[src/common/strf_map.vh]
`ifndef STRF_MAP_VH
`define STRF_MAP_VH
// ------------------------------------------------------------------------
// Stream and transparent framing constants
// ------------------------------------------------------------------------
// Sub-carrier mode divider is 64 >> scf, 8..64 carrier cycles.
`define STRF_SC_DIV_BASE    7'h40
// BPSK mode divider is 16 >> scf, 2..16 carrier cycles.
`define STRF_BP_DIV_BASE    7'h10
// Transmit period of code 000b in carrier cycles, doubled per code step.
`define STRF_TX_BASE_CYC    12'h080
// Idle periods beyond which sub-carrier reception ends.
`define STRF_SC_EOR_IDLE    4'h8
// Minimum sub-carrier rising edges in a period counted as detection in sub-carrier mode; BPSK needs one.
`define STRF_DET_MIN_EDGES  7'h02
`define STRF_FIFO_WIDTH     8
`define STRF_FIFO_DEPTH     16
`define STRF_FIFO_AW        4
`define STRF_CNT_W          12
// Protocol mode codes.
`define STRF_MODE_FRAMED    2'h0
`define STRF_MODE_SUBC      2'h1
`define STRF_MODE_BPSK      2'h2
`endif

[src/hdl/strf_core_note.v]
`timescale 1ns/10ps

[src/hdl/strf_fifo.v]
`timescale 1ns/10ps
module strf_fifo #(
    parameter WIDTH = 8,
    parameter DEPTH = 16,
    parameter AW    = 4
) (
    input  wire             clock_i,
    input  wire             rst_n_i,
    input  wire             flush_i,
    input  wire [WIDTH-1:0] in_data_i,
    input  wire             in_valid_i,
    output wire             in_ready_o,
    output wire [WIDTH-1:0] out_data_o,
    output wire             out_valid_o,
    input  wire             out_ready_i
);
    reg  [WIDTH-1:0] mem_reg [0:DEPTH-1];
    reg  [AW:0]      wr_reg;
    reg  [AW:0]      rd_reg;
    wire             full;
    wire             empty;
    wire             push;
    wire             pop;
    genvar           g;

    assign full        = (wr_reg[AW] != rd_reg[AW]) &&
                         (wr_reg[AW-1:0] == rd_reg[AW-1:0]);
    assign empty       = (wr_reg == rd_reg);
    assign in_ready_o  = ~full;
    assign out_valid_o = ~empty;
    assign push        = in_valid_i & ~full;
    assign pop         = out_ready_i & ~empty;
    assign out_data_o  = mem_reg[rd_reg[AW-1:0]];

    always @(posedge clock_i or negedge rst_n_i) begin
        if (!rst_n_i) begin
            wr_reg <= {(AW+1){1'b0}};
            rd_reg <= {(AW+1){1'b0}};
        end else if (flush_i) begin
            wr_reg <= {(AW+1){1'b0}};
            rd_reg <= {(AW+1){1'b0}};
        end else begin
            if (push) begin
                wr_reg <= wr_reg + {{AW{1'b0}}, 1'b1};
            end
            if (pop) begin
                rd_reg <= rd_reg + {{AW{1'b0}}, 1'b1};
            end
        end
    end

    generate
        for (g = 0; g < DEPTH; g = g + 1) begin : g_ent
            always @(posedge clock_i or negedge rst_n_i) begin
                if (!rst_n_i) begin
                    mem_reg[g] <= {WIDTH{1'b0}};
                end else if (push && (wr_reg[AW-1:0] == g)) begin
                    mem_reg[g] <= in_data_i;
                end
            end
        end
    endgenerate
endmodule // strf_fifo

[src/hdl/strf_core.v]
// Functional notes
// - Transparent starts at select rise after entry command; held while high.
// - In transparent mode serial data input high turns the modulator on.
// - In transparent mode serial clock high enables RSSI and AGC.
// - AM channel goes to serial output, PM channel to interrupt pin.
// - Single selected channel goes to serial output; interrupt pin held low.
// - Transparent mode ignores protocol, framing and FIFO settings only.
// - Any later serial command ends transparent mode; host must re-enter.
// - Field detect on in transparent mode puts detector on interrupt pin.
// - Field detect on, operation bits all zero: low-power target state.
// - First stream bit sits at the FIFO byte least significant bit.
// - Sub-carrier reception supports fc/64 to fc/8.
// - Sub-carrier reporting period is two to eight sub-carrier cycles.
// - First sub-carrier period raises start-of-receive, stores first bit.
// - Sub-carrier bit is one when sub-carrier seen during the period.
// - Sub-carrier reception ends after more than eight idle periods.
// - Sub-carrier scf 01b gives fc/32, scp 10b gives four cycles.
// - BPSK supports fc/16 to fc/2 and one to eight cycles.
// - BPSK bit is zero for initial phase, one for inverted phase.
// - BPSK reception ends at first period without sub-carrier.
// - BPSK scf 01b gives fc/8, scp 01b gives two cycles.
// - Each transmit FIFO bit holds modulation for one period; 000b is 128.
`timescale 1ns/10ps
`include "strf_map.vh"
module strf_core (
    input  wire       clock_i,
    input  wire       resetn_i,
    input  wire       fc_i,
    input  wire       ss_n_i,
    input  wire       sclk_i,
    input  wire       mosi_i,
    input  wire       cmd_transparent_i,
    input  wire       cmd_other_i,
    input  wire       cmd_transmit_i,
    input  wire [1:0] proto_mode_i,
    input  wire [1:0] scf_i,
    input  wire [1:0] scp_i,
    input  wire [2:0] stx_i,
    input  wire       am_chan_en_i,
    input  wire       pm_chan_en_i,
    input  wire       ext_field_detect_enable_i,
    input  wire [7:0] op_control_i,
    input  wire       am_subc_i,
    input  wire       pm_subc_i,
    input  wire       ext_field_i,
    input  wire [7:0] tx_data_i,
    input  wire       tx_valid_i,
    output reg        tx_ready_o,
    output reg  [7:0] rx_data_o,
    output reg        rx_valid_o,
    input  wire       rx_ready_i,
    output reg        transparent_o,
    output reg        modulate_o,
    output reg        rx_on_o,
    output reg        miso_o,
    output reg        miso_oe_n_o,
    output reg        irq_o,
    output reg        sor_o,
    output reg        eor_o,
    output reg        low_power_target_o,
    output reg        rx_overflow_o
);
    // --------------------------------------------------------------------
    // Reset release and pin synchronisers
    // --------------------------------------------------------------------
    reg        rst_a_reg;
    reg        rst_n;
    reg  [5:0] s1_reg;
    reg  [5:0] s2_reg;
    reg        ss_d_reg;
    wire       fc_rise;
    wire       ss_rise;

    always @(posedge clock_i or negedge resetn_i) begin
        if (!resetn_i) begin
            rst_a_reg <= 1'b0;
            rst_n     <= 1'b0;
        end else begin
            rst_a_reg <= 1'b1;
            rst_n     <= rst_a_reg;
        end
    end

    always @(posedge clock_i or negedge rst_n) begin
        if (!rst_n) begin
            s1_reg   <= 6'h01;
            s2_reg   <= 6'h01;
            ss_d_reg <= 1'b1;
        end else begin
            s1_reg   <= {ext_field_i, pm_subc_i, am_subc_i,
                         mosi_i, sclk_i, ss_n_i};
            s2_reg   <= s1_reg;
            ss_d_reg <= s2_reg[0];
        end
    end

    reg fc1_reg;
    reg fc2_reg;
    reg fc3_reg;
    always @(posedge clock_i or negedge rst_n) begin
        if (!rst_n) begin
            fc1_reg <= 1'b0;
            fc2_reg <= 1'b0;
            fc3_reg <= 1'b0;
        end else begin
            fc1_reg <= fc_i;
            fc2_reg <= fc1_reg;
            fc3_reg <= fc2_reg;
        end
    end
    assign fc_rise = fc2_reg & ~fc3_reg;
    assign ss_rise = s2_reg[0] & ~ss_d_reg;

    // --------------------------------------------------------------------
    // Transparent mode control
    // --------------------------------------------------------------------
    reg armed_reg;
    reg trans_reg;
    always @(posedge clock_i or negedge rst_n) begin
        if (!rst_n) begin
            armed_reg <= 1'b0;
            trans_reg <= 1'b0;
        end else begin
            if (cmd_other_i || cmd_transmit_i) begin
                armed_reg <= 1'b0;
                trans_reg <= 1'b0;
            end else if (cmd_transparent_i) begin
                armed_reg <= 1'b1;
                trans_reg <= 1'b0;
            end else if (armed_reg && ss_rise) begin
                armed_reg <= 1'b0;
                trans_reg <= 1'b1;
            end else if (trans_reg && !s2_reg[0]) begin
                trans_reg <= 1'b0;
            end
        end
    end

    // --------------------------------------------------------------------
    // Stream timing: carrier-cycle counters
    // --------------------------------------------------------------------
    reg  [6:0]  sc_div;
    reg  [3:0]  sc_cyc;
    reg  [11:0] rp_len;
    reg  [15:0] tx_len;
    wire        sc_mode;
    wire        bp_mode;

    assign sc_mode = (proto_mode_i == `STRF_MODE_SUBC) & ~trans_reg;
    assign bp_mode = (proto_mode_i == `STRF_MODE_BPSK) & ~trans_reg;

    always @* begin
        if (bp_mode) begin
            sc_div = `STRF_BP_DIV_BASE >> scf_i;
            sc_cyc = 4'h1 << scp_i;
        end else begin
            sc_div = `STRF_SC_DIV_BASE >> scf_i;
            // Cycles double per code step; code 00b is held at two cycles.
            sc_cyc = (scp_i == 2'h0) ? 4'h2 : (4'h1 << scp_i);
        end
        rp_len = {5'h00, sc_div} * {8'h00, sc_cyc};
        tx_len = {4'h0, `STRF_TX_BASE_CYC} << stx_i;
    end

    // --------------------------------------------------------------------
    // Receive: sub-carrier detection per reporting period
    // --------------------------------------------------------------------
    reg  [11:0] rp_cnt_reg;
    reg  [6:0]  edges_reg;
    reg  [11:0] ph_cnt_reg;
    reg         sub_d_reg;
    reg         ref_ph_reg;
    reg         rx_act_reg;
    reg  [3:0]  idle_reg;
    reg  [7:0]  sh_reg;
    reg  [3:0]  nb_reg;
    reg         push_reg;
    reg  [7:0]  push_data_reg;
    wire        sub_in;
    wire        sub_edge;
    wire        rp_end;
    wire        det;
    wire        bit_ph;
    wire        f_ready;
    wire [7:0]  f_data;
    wire        f_valid;
    wire        f_pop;

    assign sub_in   = am_chan_en_i ? s2_reg[3] : s2_reg[4];
    assign sub_edge = sub_in & ~sub_d_reg;
    assign rp_end   = fc_rise && (rp_cnt_reg >= rp_len - 12'h001);
    assign det      = (edges_reg >= `STRF_DET_MIN_EDGES) ||
                      (bp_mode && edges_reg != 7'h00);
    // Phase of the period is the carrier count at its last rising edge.
    assign bit_ph   = ph_cnt_reg >= {5'h00, sc_div >> 1};

    always @(posedge clock_i or negedge rst_n) begin
        if (!rst_n) begin
            rp_cnt_reg    <= 12'h000;
            edges_reg     <= 7'h00;
            ph_cnt_reg    <= 12'h000;
            sub_d_reg     <= 1'b0;
            ref_ph_reg    <= 1'b0;
            rx_act_reg    <= 1'b0;
            idle_reg      <= 4'h0;
            sh_reg        <= 8'h00;
            nb_reg        <= 4'h0;
            push_reg      <= 1'b0;
            push_data_reg <= 8'h00;
            sor_o         <= 1'b0;
            eor_o         <= 1'b0;
        end else begin
            sub_d_reg <= sub_in;
            push_reg  <= 1'b0;
            sor_o     <= 1'b0;
            eor_o     <= 1'b0;
            if (!(sc_mode || bp_mode)) begin
                rp_cnt_reg <= 12'h000;
                edges_reg  <= 7'h00;
                rx_act_reg <= 1'b0;
            end else begin
                if (sub_edge) begin
                    edges_reg  <= edges_reg + 7'h01;
                    ph_cnt_reg <= rp_cnt_reg % {5'h00, sc_div};
                end
                if (fc_rise) begin
                    rp_cnt_reg <= rp_end ? 12'h000 : rp_cnt_reg + 12'h001;
                end
                if (rp_end) begin
                    edges_reg <= 7'h00;
                    if (!rx_act_reg) begin
                        if (det) begin
                            rx_act_reg <= 1'b1;
                            sor_o      <= 1'b1;
                            ref_ph_reg <= bit_ph;
                            idle_reg   <= 4'h0;
                            sh_reg     <= {7'h00, ~bp_mode};
                            nb_reg     <= 4'h1;
                        end
                    end else if (bp_mode && !det) begin
                        rx_act_reg <= 1'b0;
                        eor_o      <= 1'b1;
                        if (nb_reg != 4'h0) begin
                            push_reg      <= 1'b1;
                            push_data_reg <= sh_reg;
                        end
                    end else if (sc_mode && !det &&
                                 idle_reg == `STRF_SC_EOR_IDLE) begin
                        rx_act_reg <= 1'b0;
                        eor_o      <= 1'b1;
                        if (nb_reg != 4'h0) begin
                            push_reg      <= 1'b1;
                            push_data_reg <= sh_reg;
                        end
                    end else begin
                        idle_reg <= det ? 4'h0 : idle_reg + 4'h1;
                        if (nb_reg == 4'h7) begin
                            push_reg      <= 1'b1;
                            push_data_reg <= sh_reg |
                                (bp_mode ? {bit_ph ^ ref_ph_reg, 7'h00}
                                         : {det, 7'h00});
                            sh_reg        <= 8'h00;
                            nb_reg        <= 4'h0;
                        end else begin
                            // Later bits fill higher positions.
                            sh_reg <= sh_reg | ((bp_mode ?
                                {7'h00, bit_ph ^ ref_ph_reg} :
                                {7'h00, det}) << nb_reg[2:0]);
                            nb_reg <= nb_reg + 4'h1;
                        end
                    end
                end
            end
        end
    end

    strf_fifo #(
        .WIDTH (`STRF_FIFO_WIDTH),
        .DEPTH (`STRF_FIFO_DEPTH),
        .AW    (`STRF_FIFO_AW)
    ) u_rx_fifo (
        .clock_i     (clock_i),
        .rst_n_i     (rst_n),
        .flush_i     (trans_reg),
        .in_data_i   (push_data_reg),
        .in_valid_i  (push_reg),
        .in_ready_o  (f_ready),
        .out_data_o  (f_data),
        .out_valid_o (f_valid),
        .out_ready_i (f_pop)
    );

    // Output skid: load the register stage whenever it is empty or taken.
    assign f_pop = f_valid & (~rx_valid_o | rx_ready_i);

    // --------------------------------------------------------------------
    // Transmit stream and pin outputs
    // --------------------------------------------------------------------
    reg  [15:0] tx_cnt_reg;
    reg  [7:0]  tx_sh_reg;
    reg  [3:0]  tx_nb_reg;
    reg         tx_run_reg;

    always @(posedge clock_i or negedge rst_n) begin
        if (!rst_n) begin
            tx_cnt_reg         <= 16'h0000;
            tx_sh_reg          <= 8'h00;
            tx_nb_reg          <= 4'h0;
            tx_run_reg         <= 1'b0;
            tx_ready_o         <= 1'b0;
            rx_data_o          <= 8'h00;
            rx_valid_o         <= 1'b0;
            transparent_o      <= 1'b0;
            modulate_o         <= 1'b0;
            rx_on_o            <= 1'b0;
            miso_o             <= 1'b0;
            miso_oe_n_o        <= 1'b1;
            irq_o              <= 1'b0;
            low_power_target_o <= 1'b0;
            rx_overflow_o      <= 1'b0;
        end else begin
            tx_ready_o <= 1'b0;
            if (cmd_transmit_i && (sc_mode || bp_mode)) begin
                tx_run_reg <= 1'b1;
                tx_nb_reg  <= 4'h0;
                tx_cnt_reg <= 16'h0000;
            end else if (tx_run_reg && tx_nb_reg == 4'h0) begin
                if (tx_valid_i) begin
                    tx_ready_o <= 1'b1;
                    tx_sh_reg  <= tx_data_i;
                    tx_nb_reg  <= 4'h8;
                    tx_cnt_reg <= 16'h0000;
                end else begin
                    tx_run_reg <= 1'b0;
                end
            end else if (tx_run_reg && fc_rise) begin
                if (tx_cnt_reg >= tx_len - 16'h0001) begin
                    tx_cnt_reg <= 16'h0000;
                    tx_sh_reg  <= {1'b0, tx_sh_reg[7:1]};
                    tx_nb_reg  <= tx_nb_reg - 4'h1;
                end else begin
                    tx_cnt_reg <= tx_cnt_reg + 16'h0001;
                end
            end
            if (f_pop) begin
                rx_data_o  <= f_data;
                rx_valid_o <= 1'b1;
            end else if (rx_ready_i) begin
                rx_valid_o <= 1'b0;
            end
            rx_overflow_o <= push_reg & ~f_ready;
            transparent_o <= trans_reg;
            low_power_target_o <= ext_field_detect_enable_i &&
                                  op_control_i == 8'h00;
            if (trans_reg) begin
                modulate_o  <= s2_reg[2];
                rx_on_o     <= s2_reg[1];
                miso_oe_n_o <= 1'b0;
                if (am_chan_en_i && pm_chan_en_i) begin
                    miso_o <= s2_reg[3];
                    irq_o  <= ext_field_detect_enable_i ?
                              s2_reg[5] : s2_reg[4];
                end else begin
                    miso_o <= am_chan_en_i ? s2_reg[3] : s2_reg[4];
                    irq_o  <= ext_field_detect_enable_i ?
                              s2_reg[5] : 1'b0;
                end
            end else begin
                // Stream bits modulate LSB first while the transmitter runs.
                modulate_o  <= tx_run_reg && tx_nb_reg != 4'h0 &&
                               tx_sh_reg[0];
                rx_on_o     <= 1'b0;
                miso_oe_n_o <= 1'b1;
                miso_o      <= 1'b0;
                irq_o       <= 1'b0;
            end
        end
    end
endmodule // strf_core

[config.mk]
export PLATFORM = sky130hd
export DESIGN_NAME = strf_core
export DESIGN_NICKNAME = d
export VERILOG_FILES = /design/src/hdl/strf_core_note.v /design/src/hdl/strf_fifo.v /design/src/hdl/strf_core.v
export VERILOG_INCLUDE_DIRS = /design/src /design/src/common
export SDC_FILE = /design/constraint.sdc
export NUM_CORES = 1
export LEC_CHECK = 0
export ABC_AREA = 1
export BUFFER_PORTS_ARGS = -buffer_cell sky130_fd_sc_hd__buf_2
export CORE_MARGIN = 2
export CORE_UTILIZATION = 60
export CTS_CLUSTER_SIZE = 20
export DETAILED_ROUTE_END_ITERATION = 8
export PLACE_DENSITY = 0.78
export SYNTH_ARGS = -nofsm -noshare
export SYNTH_HDL_FRONTEND = slang
export SYNTH_SLANG_ARGS = --single-unit
[constraint.sdc]
create_clock -name clock_i -period 11.21 [get_ports clock_i]
set_input_delay 3.363 -clock clock_i [delete_from_list [all_inputs] [get_ports clock_i]]
set_output_delay 3.363 -clock clock_i [all_outputs]
set_load 0.1 [all_outputs]
Word level (Yosys, flattened, before mapping) --
Cells that the tools add are included.
Storage, ports and cells: input bits 42, output and inout bits 20, flip-flop bits (word level) 266
Cells by class: reduce and logical (&&, ||, !) cells 63, bitwise gates (word level) 24, multiplexer cells 97, $lt $le $gt $ge 5, add/subtract/negate cells 10, equal/unequal tests 30, multiply operators 1, shift operators 5, div/mod/pow operators 1
Operators with widths (count):
- 8-bit two-way mux | 16
- 16-bit two-way mux | 5
- 4-bit two-way mux | 17
- 1-bit two-way mux | 47
- 4-bit equality test (second input constant) | 9
- 12-bit two-way mux | 3
- 8-bit binary-select mux with 4-bit select | 1
- 1-bit logical AND | 31
- 7-bit two-way mux | 4
- 4-bit by 3-bit equality test with 1-bit output (second input constant) | 5
- 5-bit two-way mux | 4
- 16-bit by 1-bit adder with 16-bit output (second input constant) | 1
- 16-bit >= comparator | 1
- 8-bit bitwise OR | 2
- 8-bit by 3-bit left shift with 16-bit output (first input constant) | 1
- 16-bit by 1-bit subtractor with 16-bit output (second input constant) | 1
- 2-bit nonzero test | 7
- 12-bit by 1-bit adder with 12-bit output (second input constant) | 1
- 12-bit >= comparator | 1
- 12-bit by 6-bit >= comparator with 1-bit output | 1
- 12-bit by 7-bit remainder unit with 12-bit output | 1
- 4-bit AND reduction | 3
- 3-bit nonzero test | 4
- 4-bit nonzero test | 3
- 36 further kinds | 67

Longest topological paths before layout --
Gate-level depths: netlist (run 1).
depth after elaboration 12, gate-level depth with buffers 122

Modules after synthesis --
From an unflattened synthesis (run 1), not the netlist that was laid out.
Second synthesis, totals: cells, all modules 2269, area total of the unflattened synthesis 17516.8 µm²
By module, submodules not included:
- strf_core | instances 1, cells an instance 1313, seq. area each 3208.1 µm², area an instance 10014.6 µm²
- strf_fifo | instances 1, cells an instance 956, seq. area each 3453.3 µm², area an instance 7502.2 µm²

Least setup slack after synthesis (run 1) --
Ideal clock, no wire load.
path type input -> register, from in proto_mode_i[0], to reg ph_cnt_reg[1], required time 11.093 ns, stages on the path 113, slack -6.512 ns, setup time 0.117 ns, arrival time 17.605 ns, buffers on the path 2, cells stage by stage inv_1 -> nand3_4 -> nor2_2 -> inv_2 -> nor2_1 -> inv_1 -> ha_1 -> nand3_1 -> nand2_1 -> inv_1 -> ha_1 -> inv_1 -> o21bai_1 -> nand3_1 -> nand2_1 -> inv_1 -> ha_1 -> inv_1 -> [... 77 more ...] -> inv_1 -> nor2_1 -> nand4_2 -> buf_6 -> o21ai_0 -> inv_1 -> ha_1 -> nand2_1 -> o21ai_0 -> inv_1 -> nor2_1 -> nand2_4 -> nand3_4 -> inv_2 -> nand2_4 -> nand2_1 -> nand3_1 -> nand2_1
Between the ends: cells in the longest elaborated chain, start to end 4, elaborated cells on any way between the ends 8, classes of those cells div (1); eq/ne (2); mux (1); bitwise (2); reduce/logical (2)
Ends and longest elaborated chain:
- from (decl) | RTL line strf_core.v:35 | input wire [1:0] proto_mode_i,
- 2-bit equality test (no source line) or 2-bit by 1-bit equality test with 1-bit output (tied branches)
- 1-bit AND, on equally long branches | RTL line strf_core.v:150, strf_core.v:149
- 7-bit two-way mux or 1-bit logical OR (tied branches) | RTL line strf_core.v:153, strf_core.v:217
- 12-bit by 7-bit remainder unit with 12-bit output or 2-bit AND reduction (tied branches)
- to (signal assigned) | RTL line strf_core.v:224 | ph_cnt_reg <= rp_cnt_reg % {5'h00, sc_div};
- to (decl) | RTL line strf_core.v:170 | reg [11:0] ph_cnt_reg;
Parallel ways exist; a longest one is shown, timed or not. A chain may end at the register's enable or synchronous reset.

Worst setup path in the final report (run 1) --
from in proto_mode_i[0], to reg ph_cnt_reg[2]
The elaborated chain is that of the path after synthesis.

==> results.ini, run 1 <==
[logic_synthesis]
synth.largest_area_cell=dfrtp_1
ys_seq_elements=266
synth_top_family_by_area=simple AND/OR/NAND/NOR gates
ys_seq_area_share_pct=40.9
synth_compound_area_share_pct=15.4
synth_area_leaders=dfrtp_1 40%, nand2_1 10%, ha_1 8.8%
synth_cells=2052
synth-xor-area-share_pct=3.28
synth_cell_type_count=54
synth_fa_ha_area_share_pct=9.86
synth-simple-area-share_pct=23.3
syn_avg_cell_area_um2=7.94
netlist.area_leader.share_pct=40.2
muxShareOfSynthArea_pct=0
syn_area_um2=16300
yosys_warnings=0

[timing]
fin_crit_sh_pct=146
slew_viol_final=0
fmax_ghz=0.0611
clock_skew_ns=0.0106
fin_ws_ns=-5.17
worst_pin_slew_ns=1.16
period_minus_slack_ns=16.38
setup_violations=11
rsz0062_at_grt=yes
slew_headroom_pct=22.4
finalHoldViolCount=0

[setup_path]
worstPathRequired_ns=11.63
cpMostUsedCell=nand2_2
r2r_cells=104
critical-path-slowest-cell=ha_1
crit_fanout=11
cp-end-kind=register
slowest_delay_ns=0.38
worst-setup-path-type=input pin to register
worstPathArrival_ns=16.79
cp-start-kind=input pin

[clock_network]
htreeDepth=1
cts_sinks=266
clk_pin_slew_worst_paths_ns=0.06
cts_tree=built
root_buffer=clkbuf_16
clockBufferDepth=3
numCtsBuffers=26
postCtsHoldBufs=0
clk_latency_ns=0.53

[cells_and_area]
largest_reg_flops=128
final_common_cell=nand2_1
syn2layout_area_growth_pct=26.8
final_cell_mix=384 x nand2_1, 282 x buf_4, 260 x dfrtp_1, 251 x o21ai_0, 189 x inv_1
drive_above_1_share_pct=26.8
fin_cells=2717
layout.nets=2523
fillers=1727
n_antenna_cell=0
final_util_pct=77.1

[route]
drt_wl_total_um=47900
vias=15900
vias_per_cell=5.85
drc=0
ant_nets=0
dr.max_layer_used=met4
drtPass1Iterations=6
wl_met1_um=19100
wl_met2_um=23800
wl_met3_um=3040
wl_per_cell_um=17.6
drt_iter0_drc=1547

[placement]
place_inst=2573
gp_congestion=0.885
hpwl_um=28300
portBuffers=61

[floorplan]
design.core.area_um2=26800
initial_core_util_pct=60.8
ios=62
rows=60
fp.dieH_um=169
die_area_um2=28500
dieWidth_um=169

[global_routing]
grt_max_degree=72
antenna_found_initial=0
grt.total_usage_pct=30.7
grt_pass1_vias=15200
grt_pass1_wl_um=72000
grt-ovfl-total=0

[run_status]
status=complete, but fails checks
violations=setup timing

[hold_path]
hold_path_class=register to register
hold-path-cell-count=0

[flow_run]
max-cap-violations=0

-- worst paths after layout --
kind / start / end / slack, ns
hold / removal: s1_reg[3] / s2_reg[3] / 0.35
hold reg to reg: s1_reg[3] / s2_reg[3] / 0.35
setup / recovery: proto_mode_i[0] / ph_cnt_reg[2] / -5.17
setup reg to reg: trans_reg / ph_cnt_reg[2] / -2.68
max in group asynchronous: resetn_i / rst_n / 8.50
min in group asynchronous: rst_n / u_rx_fifo.mem_reg[89] / 0.43
-- cell families after synthesis --
kind of cell	after synthesis
simple gates	839
compound gates	455
buf+inv	306
flops	266
fa+ha+maj	123
xor+xnor	61
other cells	2
-- cells in the mapped netlist (all sizes together) --
| cell | instances |
|---|---|
| a22o | 1 |
| o211ai | 10 |
| a21o | 9 |
| a211oi | 4 |
| inv | 227 |
| o22ai | 21 |
| and2 | 1 |
| o21bai | 11 |
| conb | 2 |
| buf | 7 |
| nor2 | 203 |
| clkbuf | 68 |
| xnor2 | 20 |
| nand3b | 7 |
| nor4 | 8 |
| xor2 | 41 |
| a221oi | 6 |
| o21ai | 286 |
| and3 | 1 |
| or2 | 10 |
| nor3 | 28 |
| nand2 | 454 |
| fa | 9 |
| a31oi | 7 |
| nor3b | 5 |
| a21boi | 2 |
| or3 | 1 |
| o21a | 5 |
| clkinv | 4 |
| a41oi | 2 |
| dfstp | 4 |
| a2111oi | 2 |
| dfrtp | 262 |
| nand3 | 99 |
| o221ai | 12 |
| ha | 114 |
| nand4 | 22 |
| a21oi | 77 |
-- routing by layer --
metal / vias up / global-route usage, %
met5: - / 0
met4: 0 / 10.3
li1: 7396 / -
met3: 167 / 3.23
met1: 7675 / 39.9
met2: 664 / 53.7
-- per-stage QoR --
step	area [um2]	setup TNS, ns	setup WS (ns)	hold slack (ns)
after floorplan	16500	-55.77	-5.11	0.331
after global placement	18400	-51.87	-4.79	0.332
after detailed placement	18400	-59.48	-5.48	0.335
after CTS	20100	-47.82	-4.37	0.347
after global routing	20700	-62.88	-5.77	0.353
final	20700	-56.34	-5.17	0.346
-- repair_timing --
action,4_1_cts,5_1_grt
setup buffers,81,15
endpoints found under the setup margin,11,11
gates resized for setup,68,101
cloned,2,0
pin swaps,81,119
-- critical path, delay by kind of cell --
| kind | cells | cell delay (ns) |
|---|---|---|
| fa+ha+maj | 10 | 2.87 |
| simple gates | 53 | 5.97 |
| buf+inv | 27 | 2.49 |
| xor+xnor | 1 | 0.17 |
| compound gates | 14 | 1.87 |
-- area by class of cell --
cell class | count | area (um2) | share of cell area, %
Clock inverter | 7 | 42.5 | 0.206
Inverter | 231 | 905 | 4.38
Tap cell | 341 | 427 | 2.07
Multi-Input combinational cell | 1483 | 9350 | 45.2
Sequential cell | 266 | 6670 | 32.3
Clock buffer | 39 | 761 | 3.68
Timing Repair Buffer | 350 | 2510 | 12.2
Power of run 1 is not shown: default switching activity piles up to over one toggle a cycle in this logic, so the estimate is an artifact.
==> run 2: changes to the inputs <==
- CAP_MARGIN: not set -> 20
- CORE_UTILIZATION: 60 -> 30
- PLACE_DENSITY: 0.78 -> not set
==> results.ini, run 2 (synthesis results as in run 1) <==
[setup_path]
crit_fanout=6  ; was 11
cpMostUsedCell=buf_4  ; was nand2_2
worstPathArrival_ns=16.34  ; was 16.79 ns
cp-end-kind=register  ; unchanged
slowest_delay_ns=0.31  ; was 0.38 ns
cp_top_family=buffers and inverters  ; was simple AND/OR/NAND/NOR gates
critical-path-slowest-cell=ha_1  ; unchanged
worstPathRequired_ns=11.65  ; was 11.63 ns
critPathBufInv=52  ; was 27
worst-setup-path-type=input pin to register  ; unchanged
cp-start-kind=input pin  ; unchanged

[route]
drt_iter0_drc=989  ; was 1,547
drtPass1Iterations=5  ; was 6
drt_wl_total_um=45000  ; was 47,900 um
vias=15100  ; was 15,900
vias_per_cell=4.82  ; was 5.85
ant_nets=0  ; unchanged
drc=0  ; unchanged
wl_per_cell_um=14.3  ; was 17.6 um

[cells_and_area]
n_antenna_cell=0  ; unchanged
fillers=5270  ; was 1,727
syn2layout_area_growth_pct=33.4  ; was 26.8%
layout.nets=2587  ; was 2,523
final_common_cell=nand2_1  ; unchanged
fin_area_um2=21700  ; was 20,700 um2
drive_above_1_share_pct=28.7  ; was 26.8%
final_cell_mix=379 x nand2_1, 345 x buf_4, 260 x dfrtp_1, 254 x o21ai_0, 194 x inv_1  ; was 384 x nand2_1, 282 x buf_4, 260 x dfrtp_1, 251 x o21ai_0, 189 x inv_1
final_util_pct=40.4  ; was 77.1%
largest_reg_flops=128  ; unchanged

[timing]
clock_skew_ns=0.0256  ; was 0.0106 ns
fin_crit_sh_pct=142  ; was 146%
fin_ws_ns=-4.69  ; was -5.17 ns
slew_headroom_pct=33.1  ; was 22.4%
fmax_ghz=0.0629  ; was 0.0611 GHz
slew_viol_final=0  ; unchanged
rsz0062_at_grt=yes  ; unchanged
worst_pin_slew_ns=1.00  ; was 1.16 ns
finalHoldViolCount=0  ; unchanged
period_minus_slack_ns=15.90  ; was 16.38 ns
setup_violations=11  ; unchanged
setup_tns_ns=-51.06  ; was -56.34 ns

[floorplan]
fp.dieH_um=237  ; was 169 um
initial_core_util_pct=30.3  ; was 60.8%
design.core.area_um2=53800  ; was 26,800 um2
ios=62  ; unchanged
dieWidth_um=237  ; was 169 um
rows=85  ; was 60
die_area_um2=56200  ; was 28,500 um2

[flow_run]
max-cap-violations=0  ; unchanged

[global_routing]
busiest_layer=met2  ; unchanged
grt.total_usage_pct=15.9  ; was 30.7%
antenna_found_initial=0  ; unchanged
met3_usage_pct=2.44  ; was 3.23%
met1_usage_pct=21.0  ; was 39.9%
grt_pass1_vias=15100  ; was 15,200
met2_usage_pct=27.1  ; was 53.7%
grt-ovfl-total=0  ; unchanged
grt_max_degree=78  ; was 72
grt_pass1_wl_um=74400  ; was 72,000 um

[run_status]
status=complete, but fails checks  ; unchanged
violations=setup timing  ; unchanged

[clock_network]
htreeDepth=1  ; unchanged
root_buffer=clkbuf_16  ; unchanged
clk_pin_slew_worst_paths_ns=0.06  ; about the same
clockBufferDepth=3  ; unchanged
numCtsBuffers=28  ; was 26
clk_latency_ns=0.57  ; was 0.53 ns
cts_sinks=266  ; unchanged
cts_tree=built  ; unchanged

[placement]
place_ws_ns=-5.49  ; was -5.48 ns
portBuffers=61  ; unchanged
gp_congestion=0.840  ; was 0.885
hpwl_um=29400  ; was 28,300 um
place_area_um2=18900  ; was 18,400 um2

[hold_path]
hold_path_class=register to register  ; unchanged

[run 2: cell types whose count changed in the layout (fill, tap and decap cells not counted), sizes merged]
cell and change:
buf +62, clkinv +3, bufinv +2, clkbuf -2
clkinvlp +2
[run 2: cell type report]
cell class / instances / area [um2] / share of cell area, %
Multi-Input combinational cell: 1483 / 9380 / 43.1
Sequential cell: 266 / 6670 / 30.7
Timing Repair Buffer: 412 / 2970 / 13.7
Inverter: 231 / 910 / 4.18
Tap cell: 696 / 871 / 4.01
Clock buffer: 37 / 795 / 3.65
Clock inverter: 14 / 148 / 0.679
[run 2: worst register-to-register path, delay by kind of cell (launching register included)]
family | cells | cell delay, ns
compound gates | 12 | 1.77
fa+ha+maj | 7 | 1.92
simple gates | 41 | 4.16
flops | 1 | 0.41
buf+inv | 51 | 5.10
[run 2: stage by stage]
stage	hold slack, ns	instances
floorplan	0.331	2053
global placement	0.332	2937
detailed placement	0.336	2937
CTS	0.345	3107
global route	0.364	3139
finish	0.341	3139
[run 2: path summary, 6_finish.rpt]
path / start / to / slack, ns / depth (start not counted)
max reg2reg: trans_reg / ph_cnt_reg[2] / -2.23 / 111
min reg2reg: rst_a_reg / rst_n / 0.34 / 0
max in group asynchronous: rst_n / u_rx_fifo.rd_reg[0] / 8.48 / 2
min in group asynchronous: rst_n / tx_cnt_reg[8] / 0.38 / 0
max: proto_mode_i[0] / ph_cnt_reg[2] / -4.69 / 112
min: rst_a_reg / rst_n / 0.34 / 0
[run 2: what timing repair did]
action / 4_1_cts / 5_1_grt
gates resized for setup: 75 / 96
hold buffers: 0 / 0
buffers inserted: 117 / 32
pin swaps: 66 / 105
setup endpoints to repair: 11 / 11
gates cloned: 2 / 0
[run 2: routing by layer]
| metal | vias up | share of wire [%] |
|---|---|---|
| li1 | 7530 | - |
| met1 | 7208 | 45 |
| met2 | 304 | 48 |
| met3 | 82 | 4.0 |
| met4 | 0 | 2.4 |
| met5 | - | 0 |
Power of run 2 is left out for the same reason.
